$ cat src/core/ccts_pkg.sv
/*
 * Constants and types for the clocked serial transfer sequencer:
 * register offsets, field positions, reset values and the state record.
 * Assumes a 32-bit AHB-Lite register bus with word-aligned registers.
 */
package ccts_pkg;
	localparam int CCTS_AW = 8;
	localparam logic [7:0] CCTS_OFF_MODE = 8'h00;
	localparam logic [7:0] CCTS_OFF_CLKSEL = 8'h04;
	localparam logic [7:0] CCTS_OFF_LEN = 8'h08;
	localparam logic [7:0] CCTS_OFF_STATUS = 8'h0c;
	localparam logic [7:0] CCTS_OFF_TX = 8'h10;
	localparam logic [7:0] CCTS_OFF_RX = 8'h14;
	// Mode control register fields.
	localparam int CCTS_B_PWR = 7;
	localparam int CCTS_B_TXE = 6;
	localparam int CCTS_B_RXE = 5;
	localparam int CCTS_B_DIR = 4;
	localparam int CCTS_B_CONT = 1;
	localparam int CCTS_B_SCE = 0;
	// Status register fields.
	localparam int CCTS_B_BUSY = 7;
	localparam int CCTS_B_OVE = 0;
	// Clock select: source field width, external clock code.
	localparam int CCTS_CKS_W = 3;
	localparam logic [2:0] CCTS_CKS_EXT = 3'h7;
	localparam logic [3:0] CCTS_LEN_FULL = 4'h0;
	localparam logic [3:0] CCTS_LEN_MAX = 4'h8;
	localparam logic [7:0] CCTS_MODE_RST = 8'h00;
	localparam logic [7:0] CCTS_CLKSEL_RST = 8'h00;
	localparam logic [3:0] CCTS_LENREG_RST = 4'h0;
	localparam int CCTS_DIV_W = 7;

	typedef enum logic [0:0] {CCTS_IDLE, CCTS_RUN} ccts_st_e;

	typedef struct packed {
		logic [7:0] mode;
		logic [7:0] clksel;
		logic [3:0] len;
		logic [7:0] txb;
		logic txf;
		logic [7:0] sh;
		logic [7:0] rxb;
		logic rxf;
		logic busy;
		logic ove;
		logic [3:0] cnt;
		logic sck;
		logic sck_prev;
		logic so;
		ccts_st_e st;
		logic rdone;
		logic tready;
		logic [31:0] rdata;
		logic wpend;
		logic [CCTS_AW-1:0] waddr;
	} ccts_state_s;

	localparam ccts_state_s CCTS_STATE_RST = '{
		mode: CCTS_MODE_RST, clksel: CCTS_CLKSEL_RST,
		len: CCTS_LENREG_RST, sck: 1'b1, sck_prev: 1'b1, so: 1'b1,
		st: CCTS_IDLE, default: '0};
endpackage

$ cat src/core/ccts_rate_div.sv
/*
 * Half-period enable for the master serial clock: one pulse every
 * 2**sel cycles while run is high, so the serial clock is clk_sys/2**(sel+1).
 * Assumes run drops between transfers so each transfer starts phase aligned.
 */
`timescale 1ns/10ps
module ccts_rate_div
	import ccts_pkg::*;
(
	input wire logic clk_sys,
	input wire logic rst_b,
	input wire logic run,
	input wire logic [CCTS_CKS_W-1:0] sel,
	output logic tick
);
	typedef struct packed {
		logic [CCTS_DIV_W-1:0] cnt;
	} ccts_div_s;

	ccts_div_s q;
	ccts_div_s d;
	logic [CCTS_DIV_W-1:0] limit;

	always_comb begin
		limit = CCTS_DIV_W'((1 << sel) - 1);
		d = q;
		tick = run && (q.cnt == limit);
		if (!run || tick) begin
			d.cnt = '0;
		end else begin
			d.cnt = q.cnt + 1'b1;
		end
	end

	always_ff @(posedge clk_sys or negedge rst_b) begin
		if (!rst_b) begin
			q <= '0;
		end else begin
			q <= d;
		end
	end
endmodule

$ cat src/core/ccts_core.sv
/*
 * Clocked serial transfer sequencer: AHB-Lite register slave, transfer
 * control and shift engine for type 1 clocking (idle high, data changes
 * on the falling edge, sampled on the rising edge).
 * Assumes the serial clock and data inputs are synchronous to clk_sys.
 */
`timescale 1ns/10ps
module ccts_core
	import ccts_pkg::*;
(
	input wire logic clk_sys,
	input wire logic rst_b,
	input wire logic hsel,
	input wire logic [CCTS_AW-1:0] haddr,
	input wire logic [1:0] htrans,
	input wire logic hwrite,
	input wire logic [2:0] hsize,
	input wire logic [31:0] hwdata,
	input wire logic hready,
	output logic hreadyout,
	output logic hresp,
	output logic [31:0] hrdata,
	input wire logic serial_clock_pin_in,
	output logic serial_clock_pin_out,
	output logic serial_clock_pin_oe,
	output logic serial_out_pin,
	input wire logic serial_in_pin,
	output logic receive_done_irq,
	output logic transmit_ready_irq
);
	ccts_state_s q;
	ccts_state_s d;
	logic pwr, txe, rxe, cont, sce, lsb, master;
	logic aphase, rd_rx, tick, fall, rise, done, again;
	logic [3:0] nbits;
	logic [7:0] shifted;

	// Zero selects the full eight bits; larger codes clamp to the shifter.
	function automatic logic [3:0] len_of(input logic [3:0] f);
		if (f == CCTS_LEN_FULL || f > CCTS_LEN_MAX) begin
			return CCTS_LEN_MAX;
		end
		return f;
	endfunction

	function automatic logic out_bit(input logic [7:0] sh,
			input logic [3:0] n, input logic lsb_first);
		if (lsb_first) begin
			return sh[0];
		end
		return sh[3'(n - 4'h1)];
	endfunction

	function automatic logic [7:0] shift_in(input logic [7:0] sh,
			input logic [3:0] n, input logic lsb_first, input logic b);
		logic [7:0] r;
		r = lsb_first ? (sh >> 1) : (sh << 1);
		if (lsb_first) begin
			r[3'(n - 4'h1)] = b;
		end else begin
			r[0] = b;
		end
		return r;
	endfunction

	ccts_rate_div u_div (
		.clk_sys(clk_sys),
		.rst_b(rst_b),
		.run(master && pwr && q.st == CCTS_RUN),
		.sel(q.clksel[CCTS_CKS_W-1:0]),
		.tick(tick)
	);

	always_comb begin
		pwr = q.mode[CCTS_B_PWR];
		txe = q.mode[CCTS_B_TXE];
		rxe = q.mode[CCTS_B_RXE];
		cont = q.mode[CCTS_B_CONT];
		sce = q.mode[CCTS_B_SCE];
		lsb = q.mode[CCTS_B_DIR];
		master = q.clksel[CCTS_CKS_W-1:0] != CCTS_CKS_EXT;
		nbits = len_of(q.len);
		aphase = hsel && hready && htrans[1];
		rd_rx = aphase && !hwrite && haddr == CCTS_OFF_RX;
		if (master) begin
			fall = tick && q.sck;
			rise = tick && !q.sck;
		end else begin
			fall = q.sck_prev && !serial_clock_pin_in;
			rise = !q.sck_prev && serial_clock_pin_in;
		end
		fall = fall && q.st == CCTS_RUN;
		rise = rise && q.st == CCTS_RUN;
		shifted = shift_in(q.sh, nbits, lsb, serial_in_pin);
		done = rise && (q.cnt + 4'h1 == nbits);
		again = cont && (txe ? q.txf : sce);

		d = q;
		d.rdone = 1'b0;
		d.tready = 1'b0;
		d.sck_prev = serial_clock_pin_in;
		d.wpend = aphase && hwrite;
		d.waddr = haddr;
		if (aphase && !hwrite) begin
			case (haddr)
				CCTS_OFF_MODE: d.rdata = {24'h0, q.mode};
				CCTS_OFF_CLKSEL: d.rdata = {24'h0, q.clksel};
				CCTS_OFF_LEN: d.rdata = {28'h0, q.len};
				CCTS_OFF_STATUS: d.rdata = {24'h0, q.busy, 6'h0, q.ove};
				CCTS_OFF_TX: d.rdata = {24'h0, q.txb};
				CCTS_OFF_RX: d.rdata = {24'h0, q.rxb};
				default: d.rdata = 32'h0;
			endcase
		end

		// Clears from the bus come before the engine so a set wins.
		if (q.wpend) begin
			case (q.waddr)
				CCTS_OFF_MODE: d.mode = hwdata[7:0];
				CCTS_OFF_CLKSEL: d.clksel = hwdata[7:0];
				CCTS_OFF_LEN: d.len = hwdata[3:0];
				CCTS_OFF_STATUS: begin
					if (!hwdata[CCTS_B_OVE]) begin
						d.ove = 1'b0;
					end
				end
				default: begin
				end
			endcase
		end
		if (rd_rx) begin
			d.rxf = 1'b0;
			if (pwr && rxe && !txe && sce && !q.busy) begin
				d.busy = 1'b1;
			end
		end

		case (q.st)
			CCTS_IDLE: begin
				if (q.busy && pwr) begin
					if (txe && q.txf) begin
						d.sh = q.txb;
						d.txf = 1'b0;
						d.tready = cont;
						d.cnt = 4'h0;
						d.st = CCTS_RUN;
					end else if (rxe && !txe) begin
						d.cnt = 4'h0;
						d.st = CCTS_RUN;
					end
				end
			end
			CCTS_RUN: begin
				if (master && tick) begin
					d.sck = ~q.sck;
				end
				if (fall && txe) begin
					d.so = out_bit(q.sh, nbits, lsb);
				end
				if (rise) begin
					d.sh = shifted;
					d.cnt = q.cnt + 4'h1;
				end
				if (done) begin
					d.st = CCTS_IDLE;
					if (rxe) begin
						if (d.rxf) begin
							d.ove = 1'b1;
						end
						d.rxb = shifted;
						d.rxf = 1'b1;
					end
					// Transmit-only continuous mode reports only readiness.
					d.rdone = !(cont && txe && !rxe);
					if (!again) begin
						d.busy = 1'b0;
					end
				end
			end
			default: d.st = CCTS_IDLE;
		endcase

		// A transmit write after the engine so a load in the same cycle
		// does not swallow the new word.
		if (q.wpend && q.waddr == CCTS_OFF_TX && pwr && txe) begin
			d.txb = hwdata[7:0];
			d.txf = 1'b1;
			d.busy = 1'b1;
		end
		if (!pwr) begin
			d.busy = 1'b0;
			d.txf = 1'b0;
			d.st = CCTS_IDLE;
			d.sck = 1'b1;
			d.cnt = 4'h0;
		end
	end

	always_ff @(posedge clk_sys or negedge rst_b) begin
		if (!rst_b) begin
			q <= CCTS_STATE_RST;
		end else begin
			q <= d;
		end
	end

	assign hreadyout = 1'b1;
	assign hresp = 1'b0;
	assign hrdata = q.rdata;
	assign serial_clock_pin_out = q.sck;
	assign serial_clock_pin_oe = pwr && master;
	assign serial_out_pin = q.so;
	assign receive_done_irq = q.rdone;
	assign transmit_ready_irq = q.tready;
endmodule

$ cat config.mk
export PLATFORM = sky130hd
export DESIGN_NAME = ccts_core
export DESIGN_NICKNAME = d
export VERILOG_FILES = /design/src/core/ccts_pkg.sv /design/src/core/ccts_rate_div.sv /design/src/core/ccts_core.sv
export SDC_FILE = /design/constraint.sdc
export NUM_CORES = 1
export LEC_CHECK = 0
export BUFFER_PORTS_ARGS = -buffer_cell sky130_fd_sc_hd__buf_4
export CORE_MARGIN = 2
export CORE_UTILIZATION = 55
export CTS_CLUSTER_DIAMETER = 200
export DETAILED_ROUTE_END_ITERATION = 16
export GPL_TIMING_DRIVEN = 0
export PLACE_DENSITY_LB_ADDON = 0.05
export SLEW_MARGIN = 0
export SYNTH_ARGS = -nofsm -noshare
export SYNTH_HDL_FRONTEND = slang
export SYNTH_SLANG_ARGS = --single-unit
$ cat constraint.sdc
create_clock -name clk_sys -period 4.7 [get_ports clk_sys]
set_clock_uncertainty 0.1 [all_clocks]
set_input_delay 0.47 -clock clk_sys [delete_from_list [all_inputs] [get_ports clk_sys]]
set_output_delay 0.47 -clock clk_sys [all_outputs]
set_load 0.005 [all_outputs]
==> impl_metrics.yaml <==
die:
  fp.dieH_microns: 96.6
  ios: 91
  rows: 33
  initial_core_util_pct: 57.1
  die_w_microns: 96.6
  die_area_sq_um: 9330
  fp.coreArea_sq_um: 8260
power:
  p_leak_nw: 2.45
  ir_worst_vdd_v: 0.000181
  p_per_area_nw_per_um2: 247
layout:
  drive_gt1_share_pct: 26.8
  final_util_pct: 65.4
  layout.nets: 588
  syn_to_final_growth_pct: 14.5
  stdcell_area_sq_um: 5400
  diodes: 0
  nFillCells: 683
placement:
  hpwlAfterDp_mm: 7.85
  placed_cell_area_sq_um: 5210
  io_buffers: 36
  gp_congestion: 0.851
yosys:
  synth_area_per_cell_sq_um: 10.2
  synth_compound_area_share_pct: 11.8
  yosys.area_share.simple_pct: 15.0
  synth_seq_cells: 82
  synth_mux_area_share_pct: 16.7
  synth_top_family_by_area: "multiplexers"
  netlist_instances: 461
  async_flop_share_pct: 100
  synthAdderAreaFrac_pct: 1.06
  synth.cell_area_sq_um: 4720
  synth-xor-area-share_pct: 2.23
  ys.flop_type: "dfrtp_1"
  yosysSeqAreaShare_pct: 43.6
  synth_edf_count: 0
  ys_types: 61
  yosysWarnings: 0
clock_network:
  cts.sinks: 82
  cts_setup_buffers: 0
  cts.path.max_buffers: 2
  cts_tree: "done"
  cts_resized: 0
  insertion_delay_ns: 0.36
  cts_root_buf: "clkbuf_8"
  numCtsBuffers: 9
  clkTransAtPathRegs_ns: 0.09
  cts-htree-levels: 3
  ctsHoldBuffers: 0
detailed_routing:
  num_vias: 3653
  ant_nets: 0
  drt_iter0_drc: 170
  routedWlPerCell_microns: 16.7
  viasPerCell: 5.69
  drc_errors: 0
  wirelength_mm: 10.7
  firstDrtPassIters: 4
run:
  drv_cap: 0
setup_path:
  worstSetupPathType: "reg -> reg"
  crit_path_max_fanout: 10
  r2r_slack_ns: 1.01
  max_stage_delay_ns: 0.51
  worstReg2RegEnd: "q[58]"
  r2r_cells: 10
  cp_num_buf_inv: 2
  cp_data_arrival_time_ns: 3.83
  crit_slowest_cell: "or4_4"
  critical_path_required_ns: 4.84
  regToRegStartpoint: "q[83]"
  worst_setup_path_end_kind: "flop"
  worstSetupStartpointType: "flop"
  path_cells: "clkbuf_1, or3_1, ha_1, xnor2_1, or4_4, a311oi_4, o311ai_4, a211oi_2, buf_6, mux2_4"
  crit_family: "simple AND/OR/NAND/NOR gates"
grt:
  grt_remaining_overflow: 0
  grt.total_usage_pct: 24.1
  grt_pass1_vias: 3591
  grt_pass1_wl_mm: 18.1
  antenna_found_initial: 0
  grt_max_degree: 83
timing:
  tightest_slew_ns: 1.01
  maxSlewViolCount: 0
  rsz0062_at_grt: "no"
  setup_viol: 0
  final_hold_viol_count: 0
  fin_crit_sh_pct: 78.5
  setup_tns_ns: 0
  fmax_mhz: 271
  maxSlewHeadroom_pct: 32.4
  timing.final.crit_period_ns: 3.69
hold_path:
  worstHoldPathCells: 1
  hold_path.class: "in -> reg"
  hold_end: "q[4]"
  hp-start: "haddr[4]"
outcome:
  status: "completed"
-- final cells by class --
type | count | area [sq um] | share of cell area [%]
timing repair buffer | 36 | 270 | 5.00
clock buffer | 10 | 128 | 2.36
multi-input combinational | 324 | 2300 | 42.6
clock inverter | 6 | 66.3 | 1.23
tap | 105 | 131 | 2.43
sequential | 82 | 2060 | 38.1
buffer | 60 | 378 | 6.99
inverter | 19 | 71.3 | 1.32
-- placed cells by master (no fill, tap or decap), types with 3 or more instances in the layout --
cell type and n:
buf_1 3, and3b_1 3, inv_1 19, nand2_1 38
mux4_2 5, buf_6 3, clkbuf_1 19, nor4_1 4
nor3_1 9, dfstp_2 3, a21oi_1 17, o32ai_1 5
xnor2_1 9, a31oi_1 5, mux2_4 10, dfrtp_1 79
conb_1 26, nor2b_1 4, ha_1 4, xor2_1 3
mux2_2 28, nand2b_1 3, buf_4 70, o31ai_1 4
nor3b_1 3, nor2_1 36, nor4b_1 3, and3_1 6
nand3b_1 4, o21ai_0 23, clkinvlp_4 3, or4_1 3
clkbuf_8 9, mux2i_1 21, nand3_1 14
-- logic make-up after synthesis --
group | Yosys count
simple gates | 140
other cells | 2
compound gates | 78
mux | 64
buf+inv | 79
xor+xnor | 12
flops | 82
fa+ha+maj | 4
-- sequential cells by signal, summed over array words and instances, names as in the netlist --
register and cells:
q 60, hrdata 8, u_div.q 7, cont 1
lsb 1, pwr 1, receive_done_irq 1, serial_clock_pin_out 1
serial_out_pin 1, transmit_ready_irq 1
-- metal layers --
layer  GRT usage [%]  share of wire (%)  up-vias
met5               0                  0        -
met4            8.88                2.4        0
met3            3.32                4.6       16
met2            39.5                 48      120
met1            33.0                 45     1797
li1                -                  -     1720
-- power breakdown --
part | switching [W] | internal [W] | leakage [nW] | total, W
sequential | 0.00000679 | 0.000715 | 1.02 | 0.000722
combinational | 0.0000557 | 0.0000469 | 1.33 | 0.000103
clock | 0.000264 | 0.000246 | 0.0889 | 0.000511
total | 0.000327 | 0.00101 | 2.45 | 0.00134
-- cell usage after synthesis, drive strengths merged (2+ instances only) --
| library cell | instances | area share, % |
|---|---|---|
| or4 | 4 | 0.72 |
| mux4 | 5 | 2.4 |
| nor2 | 36 | 2.9 |
| ha | 4 | 1.1 |
| xnor2 | 9 | 1.7 |
| o21ai | 23 | 2.4 |
| nor4 | 4 | 0.53 |
| conb | 2 | 0.16 |
| nor4b | 3 | 0.56 |
| o31ai | 4 | 0.64 |
| xor2 | 3 | 0.56 |
| dfrtp | 79 | 42 |
| a21oi | 17 | 1.8 |
| nor3 | 10 | 1.2 |
| o311a | 2 | 0.42 |
| dfstp | 3 | 1.7 |
| and3b | 3 | 0.56 |
| inv | 19 | 1.5 |
| o32ai | 5 | 0.93 |
| nand2 | 38 | 3.0 |
| clkbuf | 18 | 1.4 |
| a31oi | 5 | 0.66 |
| o311ai | 2 | 0.74 |
| nor2b | 4 | 0.53 |
| buf | 42 | 6.6 |
| o211ai | 2 | 0.32 |
| nand2b | 3 | 0.40 |
| nand3b | 4 | 0.64 |
| a211oi | 3 | 0.58 |
| mux2i | 21 | 4.5 |
| nand4 | 2 | 0.27 |
| nor3b | 3 | 0.48 |
| or3 | 2 | 0.27 |
| a22oi | 2 | 0.32 |
| a311oi | 3 | 0.93 |
| mux2 | 38 | 9.9 |
| nand3 | 14 | 1.5 |
| and3 | 6 | 0.80 |
-- how the worst max path moves through the flow --
stage | startpoint | to | slack (ns) | cells past startpoint
5_1_grt | q[83] | q[58] | 0.83 | 10
6_report | q[83] | q[58] | 1.01 | 10
3_3_place_gp | q[83] | q[58] | 1.13 | 10
3_5_place_dp | q[83] | q[58] | 1.07 | 10
4_1_cts | q[83] | q[58] | 1.02 | 10
2_1_floorplan | q[83] | q[56] | 1.40 | 10
-- through the flow --
| stage | total power [W] | hold slack, ns | setup slack (ns) | cells |
|---|---|---|---|---|
| 6_report | 0.00134 | 0.124 | 1.01 | 642 |
| 4_1_cts | 0.00134 | 0.117 | 1.02 | 642 |
| 3_3_place_gp | 0.000836 | 0.361 | 1.13 | 626 |
| 2_1_floorplan | 0.000791 | 0.0744 | 1.40 | 485 |
| 3_5_place_dp | 0.000838 | 0.367 | 1.07 | 626 |
| 5_1_grt | 0.00138 | 0.108 | 0.832 | 642 |
(Power assumes the default switching activity.)
